==> src/shared/pgpsc_pkg.sv <==
// constants for the power-good, polarity and soft-start configuration block
// assumes a single 20 MHz core clock; times are converted to cycles here
package pgpsc_pkg;
    // register offsets and reset values
    localparam logic [7:0] PGPSC_POLARITY_OFFSET = 8'h2d;
    localparam logic [7:0] PGPSC_SOFTCTL_OFFSET  = 8'h2c;
    localparam logic [7:0] PGPSC_POLARITY_RESET  = 8'h00;
    localparam logic [7:0] PGPSC_SOFTCTL_RESET   = 8'h00;
    // polarity register fields
    localparam int PGPSC_DB_MSB       = 7;
    localparam int PGPSC_DB_LSB       = 4;
    localparam int PGPSC_PG2_ALL_BIT  = 3;
    localparam int PGPSC_FLAG_POL_BIT = 2;
    localparam int PGPSC_GATE_POL_BIT = 1;
    localparam int PGPSC_SON_POL_BIT  = 0;
    // soft control register fields
    localparam int PGPSC_SRC_MSB      = 7;
    localparam int PGPSC_SRC_LSB      = 6;
    localparam int PGPSC_SW_ON_BIT    = 5;
    localparam int PGPSC_SSTOP_BIT    = 2;
    localparam int PGPSC_SS_MSB       = 1;
    localparam int PGPSC_SS_LSB       = 0;
    // debounce codes
    localparam logic [3:0] PGPSC_DB_CODE_320 = 4'h0;
    localparam logic [3:0] PGPSC_DB_CODE_200 = 4'h5;
    localparam logic [3:0] PGPSC_DB_CODE_600 = 4'ha;
    localparam logic [3:0] PGPSC_DB_CODE_0   = 4'hf;
    // timing, in the units printed
    localparam int unsigned PGPSC_CLK_KHZ   = 20000;
    localparam int unsigned PGPSC_SS0_US    = 360;
    localparam int unsigned PGPSC_SS1_MS    = 10;
    localparam int unsigned PGPSC_SS2_MS    = 20;
    localparam int unsigned PGPSC_SS3_MS    = 40;
    localparam int unsigned PGPSC_DB_A_MS   = 320;
    localparam int unsigned PGPSC_DB_B_MS   = 200;
    localparam int unsigned PGPSC_DB_C_MS   = 600;
    localparam int unsigned PGPSC_RAMP_STEPS = 256;
    // full ramp and debounce times as cycles (long counts, top overrides)
    localparam int unsigned PGPSC_SS0_CYC = PGPSC_SS0_US * PGPSC_CLK_KHZ / 1000;
    localparam int unsigned PGPSC_SS1_CYC = PGPSC_SS1_MS * PGPSC_CLK_KHZ;
    localparam int unsigned PGPSC_SS2_CYC = PGPSC_SS2_MS * PGPSC_CLK_KHZ;
    localparam int unsigned PGPSC_SS3_CYC = PGPSC_SS3_MS * PGPSC_CLK_KHZ;
    localparam int unsigned PGPSC_DB_A_CYC = PGPSC_DB_A_MS * PGPSC_CLK_KHZ;
    localparam int unsigned PGPSC_DB_B_CYC = PGPSC_DB_B_MS * PGPSC_CLK_KHZ;
    localparam int unsigned PGPSC_DB_C_CYC = PGPSC_DB_C_MS * PGPSC_CLK_KHZ;
    // enable source selections
    typedef enum logic [1:0] {
        PGPSC_SRC_ALWAYS = 2'b00,
        PGPSC_SRC_PIN    = 2'b01,
        PGPSC_SRC_SW     = 2'b10,
        PGPSC_SRC_BOTH   = 2'b11
    } pgpsc_src_t;
    // soft start ramp states
    typedef enum logic [1:0] {
        PGPSC_ST_OFF  = 2'b00,
        PGPSC_ST_UP   = 2'b01,
        PGPSC_ST_ON   = 2'b10,
        PGPSC_ST_DOWN = 2'b11
    } pgpsc_state_t;
endpackage : pgpsc_pkg

==> src/logic/pgpsc_cfg.sv <==
// power-good qualification, pin polarity and soft-start ramp configuration
// assumes a decoded internal register port from the serial bus front end
// and that all pins are already synchronous to core_clk
//
// Function
// (RULE1) ramp field 00/01/10/11 gives 360 us, 10 ms, 20 ms, 40 ms
// (RULE2) primary power good stays low until debounce after all conditions good
// (RULE3) debounce field bits 7:4: 0000 320, 0101 200, 1010 600, 1111 none
// (RULE4) same debounce applies before primary power good drops
// (RULE5) bit 3 lets even ignored flags pull secondary power good
// (RULE6) bits 2 and 0 invert flag input and supply-on input when set
// (RULE7) bit 1 set drives the oring transistor gate active low
// (RULE8) soft stop ramps down over the configured soft-start time
// (RULE9) enable source 01 uses the polarity-corrected supply-on input
// (RULE10) polarity 0 means active high; unknown debounce codes mean 320 ms
`timescale 1ns/1ps
module pgpsc_cfg
    import pgpsc_pkg::*;
#(
    parameter int unsigned NUM_FLAGS = 8,               // fault flag count
    parameter int unsigned NUM_QUAL  = 7,               // qualifying conditions
    parameter int unsigned SS0_CYC   = PGPSC_SS0_CYC,   // 360 us ramp
    parameter int unsigned SS1_CYC   = PGPSC_SS1_CYC,   // 10 ms ramp
    parameter int unsigned SS2_CYC   = PGPSC_SS2_CYC,   // 20 ms ramp
    parameter int unsigned SS3_CYC   = PGPSC_SS3_CYC,   // 40 ms ramp
    parameter int unsigned DB_A_CYC  = PGPSC_DB_A_CYC,  // 320 ms debounce
    parameter int unsigned DB_B_CYC  = PGPSC_DB_B_CYC,  // 200 ms debounce
    parameter int unsigned DB_C_CYC  = PGPSC_DB_C_CYC   // 600 ms debounce
) (
    input  wire logic                 core_clk,               // core clock
    input  wire logic                 rst_n,                  // async reset, active low
    input  wire logic [7:0]           regAddr,                // register offset
    input  wire logic [7:0]           regWrData,              // write data
    input  wire logic                 regWrEn,                // write strobe, one cycle
    input  wire logic                 regRdEn,                // read strobe, one cycle
    output logic      [7:0]           regRdData,              // read data, next cycle
    input  wire logic                 supply_on_input,        // supply-on pin, raw
    input  wire logic                 external_flag_input,    // external flag pin, raw
    input  wire logic                 oringOnReq,             // request to close oring switch
    input  wire logic [NUM_QUAL-1:0]  qualifyOk,              // supply, ocp, uvp, ovp, load good
    input  wire logic [NUM_FLAGS-1:0] flagActive,             // fault flags raised
    input  wire logic [NUM_FLAGS-1:0] flagIgnore,             // flags set to be ignored
    output logic                      power_good_primary_out, // primary power good
    output logic                      power_good_secondary_out, // secondary power good
    output logic                      oring_transistor,       // gate drive pin level
    output logic                      externalFlagOn,         // flag input, corrected
    output logic                      supply_on_control,      // supply enabled
    output logic      [7:0]           rampLevel,              // output reference, 0..255
    output logic                      rampBusy                // ramp in progress
);
    logic [7:0]   polarity_q;
    logic [7:0]   softCtl_q;
    pgpsc_state_t state_q;
    pgpsc_state_t state_d;
    logic [23:0]  stepCnt_q;

    // register decode
    wire hitPol  = regAddr == PGPSC_POLARITY_OFFSET;
    wire hitSoft = regAddr == PGPSC_SOFTCTL_OFFSET;
    wire [7:0] rdMux = hitPol  ? polarity_q :
                       hitSoft ? softCtl_q  : 8'h00;

    always_ff @(posedge core_clk or negedge rst_n) begin
        if (!rst_n) begin
            polarity_q <= PGPSC_POLARITY_RESET;
            softCtl_q  <= PGPSC_SOFTCTL_RESET;
            regRdData  <= 8'h00;
        end else begin
            if (regWrEn && hitPol) polarity_q <= regWrData;
            if (regWrEn && hitSoft) softCtl_q <= regWrData;
            if (regRdEn) regRdData <= rdMux;
        end
    end

    // pin polarity: 0 active high, 1 inverted
    wire flagLevel = external_flag_input ^ polarity_q[PGPSC_FLAG_POL_BIT]; // RULE6 RULE10
    wire sonLevel  = supply_on_input ^ polarity_q[PGPSC_SON_POL_BIT];      // RULE6 RULE10
    wire gateLevel = oringOnReq ^ polarity_q[PGPSC_GATE_POL_BIT];         // RULE7

    // enable source select
    wire [1:0] srcSel = softCtl_q[PGPSC_SRC_MSB:PGPSC_SRC_LSB];
    wire       swOn   = softCtl_q[PGPSC_SW_ON_BIT];
    wire enableNow = (srcSel == PGPSC_SRC_ALWAYS) ? 1'b1 :
                     (srcSel == PGPSC_SRC_PIN)    ? sonLevel :  // RULE9
                     (srcSel == PGPSC_SRC_SW)     ? swOn :
                                                    (swOn && sonLevel);

    // secondary power good: ignored flags count only with bit 3 set
    wire [NUM_FLAGS-1:0] flagMask = polarity_q[PGPSC_PG2_ALL_BIT] ? {NUM_FLAGS{1'b1}} : ~flagIgnore;
    wire anyFlag = |(flagActive & flagMask); // RULE5

    // debounce period; reserved codes fall back to the 320 ms period
    wire [3:0] dbCode = polarity_q[PGPSC_DB_MSB:PGPSC_DB_LSB];
    wire [23:0] dbLimit = (dbCode == PGPSC_DB_CODE_200) ? DB_B_CYC[23:0] : // RULE3
                          (dbCode == PGPSC_DB_CODE_600) ? DB_C_CYC[23:0] :
                          (dbCode == PGPSC_DB_CODE_0)   ? 24'h000000 :
                                                          DB_A_CYC[23:0]; // RULE10

    // primary power good needs every condition and a finished ramp
    wire allGood = (&qualifyOk) && (state_q == PGPSC_ST_ON);
    logic pg1Clean;

    // one debouncer serves both edges, so rise and fall wait equally
    pgpsc_debounce u_pg1_db (
        .core_clk (core_clk),
        .rst_n    (rst_n),
        .rawIn    (allGood),  // RULE2 RULE4
        .limit    (dbLimit),
        .cleanOut (pg1Clean)
    );

    // ramp step length: full ramp time spread over 256 steps
    wire [1:0] ssSel = softCtl_q[PGPSC_SS_MSB:PGPSC_SS_LSB];
    wire [23:0] stepLen = (ssSel == 2'b00) ? 24'((SS0_CYC + PGPSC_RAMP_STEPS - 1) / PGPSC_RAMP_STEPS) : // RULE1
                          (ssSel == 2'b01) ? 24'((SS1_CYC + PGPSC_RAMP_STEPS - 1) / PGPSC_RAMP_STEPS) :
                          (ssSel == 2'b10) ? 24'((SS2_CYC + PGPSC_RAMP_STEPS - 1) / PGPSC_RAMP_STEPS) :
                                             24'((SS3_CYC + PGPSC_RAMP_STEPS - 1) / PGPSC_RAMP_STEPS);
    wire stepTick = stepCnt_q + 24'h000001 >= stepLen;
    wire softStop = softCtl_q[PGPSC_SSTOP_BIT];

    // ramp sequencer; without soft stop the output drops at once
    always_comb begin
        state_d = state_q;
        case (state_q)
            PGPSC_ST_OFF: begin
                if (enableNow) state_d = PGPSC_ST_UP;
            end
            PGPSC_ST_UP: begin
                if (!enableNow) state_d = softStop ? PGPSC_ST_DOWN : PGPSC_ST_OFF; // RULE8
                else if (stepTick && rampLevel == 8'hff) state_d = PGPSC_ST_ON;
            end
            PGPSC_ST_ON: begin
                if (!enableNow) state_d = softStop ? PGPSC_ST_DOWN : PGPSC_ST_OFF; // RULE8
            end
            PGPSC_ST_DOWN: begin
                if (enableNow) state_d = PGPSC_ST_UP;
                else if (stepTick && rampLevel == 8'h00) state_d = PGPSC_ST_OFF;
            end
            default: state_d = PGPSC_ST_OFF;
        endcase
    end

    // ramp level moves one step per tick; down uses the same step length
    always_ff @(posedge core_clk or negedge rst_n) begin
        if (!rst_n) begin
            state_q   <= PGPSC_ST_OFF;
            stepCnt_q <= 24'h000000;
            rampLevel <= 8'h00;
        end else begin
            state_q   <= state_d;
            stepCnt_q <= (stepTick || state_q == PGPSC_ST_OFF || state_q == PGPSC_ST_ON) ? 24'h000000
                                                                                      : stepCnt_q + 24'h000001;
            if (state_d == PGPSC_ST_OFF) rampLevel <= 8'h00;
            else if (state_d == PGPSC_ST_ON) rampLevel <= 8'hff;
            else if (stepTick && state_q == PGPSC_ST_UP && rampLevel != 8'hff) rampLevel <= rampLevel + 8'h01; // RULE1
            else if (stepTick && state_q == PGPSC_ST_DOWN && rampLevel != 8'h00) rampLevel <= rampLevel - 8'h01; // RULE8
        end
    end

    // registered pin-facing outputs
    always_ff @(posedge core_clk or negedge rst_n) begin
        if (!rst_n) begin
            power_good_primary_out   <= 1'b0;
            power_good_secondary_out <= 1'b0;
            oring_transistor         <= 1'b0;
            externalFlagOn           <= 1'b0;
            supply_on_control        <= 1'b0;
            rampBusy                 <= 1'b0;
        end else begin
            power_good_primary_out   <= pg1Clean;          // RULE2
            power_good_secondary_out <= pg1Clean && !anyFlag; // RULE5
            oring_transistor         <= gateLevel;         // RULE7
            externalFlagOn           <= flagLevel;         // RULE6
            supply_on_control        <= enableNow;         // RULE9
            rampBusy                 <= state_d == PGPSC_ST_UP || state_d == PGPSC_ST_DOWN;
        end
    end
endmodule : pgpsc_cfg

==> src/logic/pgpsc_debounce.sv <==
// symmetric debounce: output follows input once it differed for limit cycles
// assumes limit is stable while counting; a change of limit restarts nothing
`timescale 1ns/1ps
module pgpsc_debounce (
    input  wire logic        core_clk,  // core clock
    input  wire logic        rst_n,     // async reset, active low
    input  wire logic        rawIn,     // level to qualify
    input  wire logic [23:0] limit,     // cycles to persist, 0 = no delay
    output logic             cleanOut   // debounced level
);
    logic [23:0] cnt_q;
    logic        differ;
    logic        expire;

    // input must persist against the output for the whole period
    assign differ = rawIn != cleanOut;
    assign expire = (limit == 24'h000000) || (cnt_q + 24'h000001 >= limit);

    // a glitch back to the output level restarts the period
    always_ff @(posedge core_clk or negedge rst_n) begin
        if (!rst_n) begin
            cnt_q    <= 24'h000000;
            cleanOut <= 1'b0;
        end else if (!differ) begin
            cnt_q <= 24'h000000;
        end else if (expire) begin
            cnt_q    <= 24'h000000;
            cleanOut <= rawIn;
        end else begin
            cnt_q <= cnt_q + 24'h000001;
        end
    end
endmodule : pgpsc_debounce

==> config.mk <==
export PLATFORM = sky130hd
export DESIGN_NAME = pgpsc_cfg
export DESIGN_NICKNAME = d
export VERILOG_FILES = /design/src/shared/pgpsc_pkg.sv /design/src/logic/pgpsc_cfg.sv /design/src/logic/pgpsc_debounce.sv
export SDC_FILE = /design/constraint.sdc
export NUM_CORES = 1
export LEC_CHECK = 0
export BUFFER_PORTS_ARGS = -buffer_cell sky130_fd_sc_hd__buf_2
export CAP_MARGIN = 10
export CORE_UTILIZATION = 35
export DETAILED_ROUTE_END_ITERATION = 8
export PLACE_DENSITY = 0.56
export SLEW_MARGIN = 20
export SYNTH_ARGS = -nofsm -noshare
export SYNTH_HDL_FRONTEND = slang
export SYNTH_SLANG_ARGS = --single-unit
==> constraint.sdc <==
create_clock -name core_clk -period 10.6 [get_ports core_clk]
set_clock_uncertainty 0.1 [all_clocks]
set_input_delay 3.18 -clock core_clk [delete_from_list [all_inputs] [get_ports core_clk]]
set_output_delay 3.18 -clock core_clk [all_outputs]
set_load 0.01 [all_outputs]
==> flow_summary.ini <==
[sta]
final.min_clock_period_ps = 5496
maxSlewHeadroom = 0.3317
fin_crit_sh = 0.5185
finalMaxSlewViolations = 0
grt_setup_unrepaired = false
max_slew.worst_pin.slew_ps = 1002
setup_violations = 0
fmax_mhz = 182.0
fin_tns_setup_ps = 0
hold_viol = 0

[clock_network]
numCtsBuffers = 9
cts_resized = 0
h-tree-depth = 3
clock_latency_ps = 350
cts-root-buf = clkbuf_16
hold_buffers = 0
postCtsSetupRepairBufs = 0
cts_buffer_depth = 2
cts_tree = done
worst_setup_hold_path_clk_slew_ps = 60
clock-sinks = 89

[finish]
diodes = 0
drive_gt1_frac = 0.1973
syn_to_final_growth_pct = 17.40
fin_nets = 685

[die]
start_util = 0.3609
pin_count = 68
die_h_um = 124.7
coreArea_um2 = 14590
rows = 44
die_w_um = 124.7
die_area_um2 = 15540

[route]
routed.top_layer = met4
num_vias = 4054
drc_errors = 0
drt_iter0_markers = 143
drt_first_pass_iters = 5
ant_nets = 0
avgRoutedWirePerCell_um = 15.35
drt-vias-per-instance = 5.151
wl_um = 12080
wl_met3_um = 413
wl_met1_um = 5603
wl_met2_um = 5928

[pwr]
peakVddDrop_mv = 0.09025
fin_total_pwr_mw = 0.9605
power.leakage_nw = 2.950
power_density_nw_per_um2 = 155.4

[synthesis]
synth_fa_ha_area_frac = 0.09648
synth_area_um2 = 5265
ys_ff_latch = 89
yosysMostFrequentCell = dfrtp_1
yosys-top-cells-count = 89 x dfrtp_1, 43 x nor2_1, 39 x ha_1
yosys.area.top_type = dfrtp_1
synth_ff_type = dfrtp_1
synth_compound_gate_area_share = 0.1160
synth_top_area_share = 0.4230
synth_top_family_by_area = simple AND/OR/NAND/NOR gates
ys_warn_count = 0
synthCells = 520
synthTopCellsByArea = dfrtp_1 42%, ha_1 9.3%, mux2_2 4.1%
synth_simple_gate_area_frac = 0.1975
synth_xor_xnor_area_share = 0.07486
async_reset_ff_frac = 1.000
synth_edf_count = 0
synthDistinctLibCells = 59
muxShareOfSynthArea = 0.05965
syn_avg_cell_area_um2 = 10.13
yosysSeqAreaShare = 0.4230

[worst_setup_path]
worst-endpoint-arrival_ps = 5610
cp-end-kind = register
critPathKind = register to register
cp_data_required_time_ps = 10720
crit_path_max_fanout = 8
critPathLaunchType = register

[status]
status = finished clean

[grt]
grt_max_degree = 67
grt_antenna_before_repair = 0
grt_pass1_wl_um = 20760
grt-ovfl-total = 0
track_usage = 0.1666
grt_pass1_vias = 4117

[placed_design]
place_congestion = 0.8747
hpwl_um = 8735
port_buffers = 67

[min_path]
hold_class = register to register

[flow_run]
cap_violations = 0
layout make-up:
cell class / count / area [µm²]
Fill cell: 1384 / 8408
Multi-Input combinational cell: 398 / 2912
Sequential cell: 89 / 2227
Timing Repair Buffer: 68 / 345.3
Clock buffer: 10 / 239.0
Tap cell: 184 / 230.2
Inverter: 33 / 123.9
Clock inverter: 5 / 103.9
sequential cells by signal (all words and copies together) (netlist names):
signal                    flops
stepCnt_q                    24
u_pg1_db.cnt_q               24
polarity_q                    8
rampLevel                     8
regRdData                     8
softCtl_q                     8
state_q                       2
externalFlagOn                1
oring_transistor              1
power_good_primary_out        1
power_good_secondary_out      1
rampBusy                      1
supply_on_control             1
u_pg1_db.cleanOut             1
power breakdown:
| group | internal (mW) | switching [mW] |
|---|---|---|
| sequential | 0.364 | 0.0359 |
| clock | 0.235 | 0.134 |
| combinational | 0.0972 | 0.0944 |
| total | 0.697 | 0.264 |
per-layer routing:
metal,GRT usage,vias up
li1,-,2011
met1,0.2104,1973
met2,0.2805,62
met3,0.04553,8
met4,0.04040,0
met5,0,-
critical path, stage by stage (launching register included):
cell	delay, ps
dfrtp_1	430
ha_1	230
nand3_2	200
nor2_1	350
and3_1	230
xor2_1	200
ha_1	270
o21ai_0	160
nor2_1	60
nor4_1	440
nand4_4	230
or2_2	340
nand3_1	320
ha_1	310
a21o_1	170
a211oi_1	220
nor2_1	90
o41ai_1	290
mux2_2	380
o211ai_1	110
xor2_1	160
o21ai_0	80
cells in the final DEF, fill, tap and decap left out, types with 7 or more instances in the layout:
master / Yosys / routed
nand3_1: 19 / 19
clkbuf_16: 0 / 9
o211ai_1: 10 / 10
conb_1: 1 / 12
o21ai_0: 11 / 11
nand4_1: 16 / 16
xnor2_1: 24 / 24
a2bb2oi_1: 7 / 7
and3_1: 15 / 15
inv_1: 33 / 33
xor2_1: 21 / 21
nand2_1: 25 / 25
a21oi_1: 14 / 14
mux2_2: 19 / 19
buf_2: 2 / 66
o22ai_1: 9 / 9
nor2_1: 43 / 43
mux2i_1: 10 / 10
nor3_1: 9 / 9
ha_1: 39 / 39
dfrtp_1: 89 / 89
a21o_1: 8 / 8
nor2b_1: 17 / 17
worst paths after layout:
kind,to,slack [ps],cells past startpoint,startpoint
min,oring_transistor$_DFF_PN0_,390,1,polarity_q[1]$_DFFE_PN0P_
max,rampLevel[7]$_DFFE_PN0P_,5100,21,stepCnt_q[0]$_DFF_PN0_
max reg2reg,rampLevel[7]$_DFFE_PN0P_,5100,21,stepCnt_q[0]$_DFF_PN0_
max in group asynchronous,rampLevel[0]$_DFFE_PN0P_,6640,2,rst_n
min in group asynchronous,regRdData[3]$_DFFE_PN0P_,2620,1,rst_n
min reg2reg,oring_transistor$_DFF_PN0_,390,1,polarity_q[1]$_DFFE_PN0P_
logic make-up after synthesis:
| logic type | after synthesis |
|---|---|
| AOI/OAI and AO/OA | 86 |
| xor gates and xnor gates | 45 |
| adders and majority gates | 40 |
| buffers and inverters | 44 |
| DFF | 89 |
| muxes | 29 |
| other | 1 |
| and+or+nand+nor | 186 |
metrics by stage:
stage	utilization	std cells	hold WS (ps)	setup WS, ps	cell area (µm²)
finish	0.4237	787	391.8	5104	6181
global route	0.4237	787	405.8	4735	6181
CTS	0.4237	787	388.2	5125	6181
detailed placement	0.4002	772	379.3	5045	5838
global placement	0.4002	772	379.1	5114	5838
floorplan	-	531	306.8	5740	5306
Note: power is estimated with default switching activity, not from simulation.
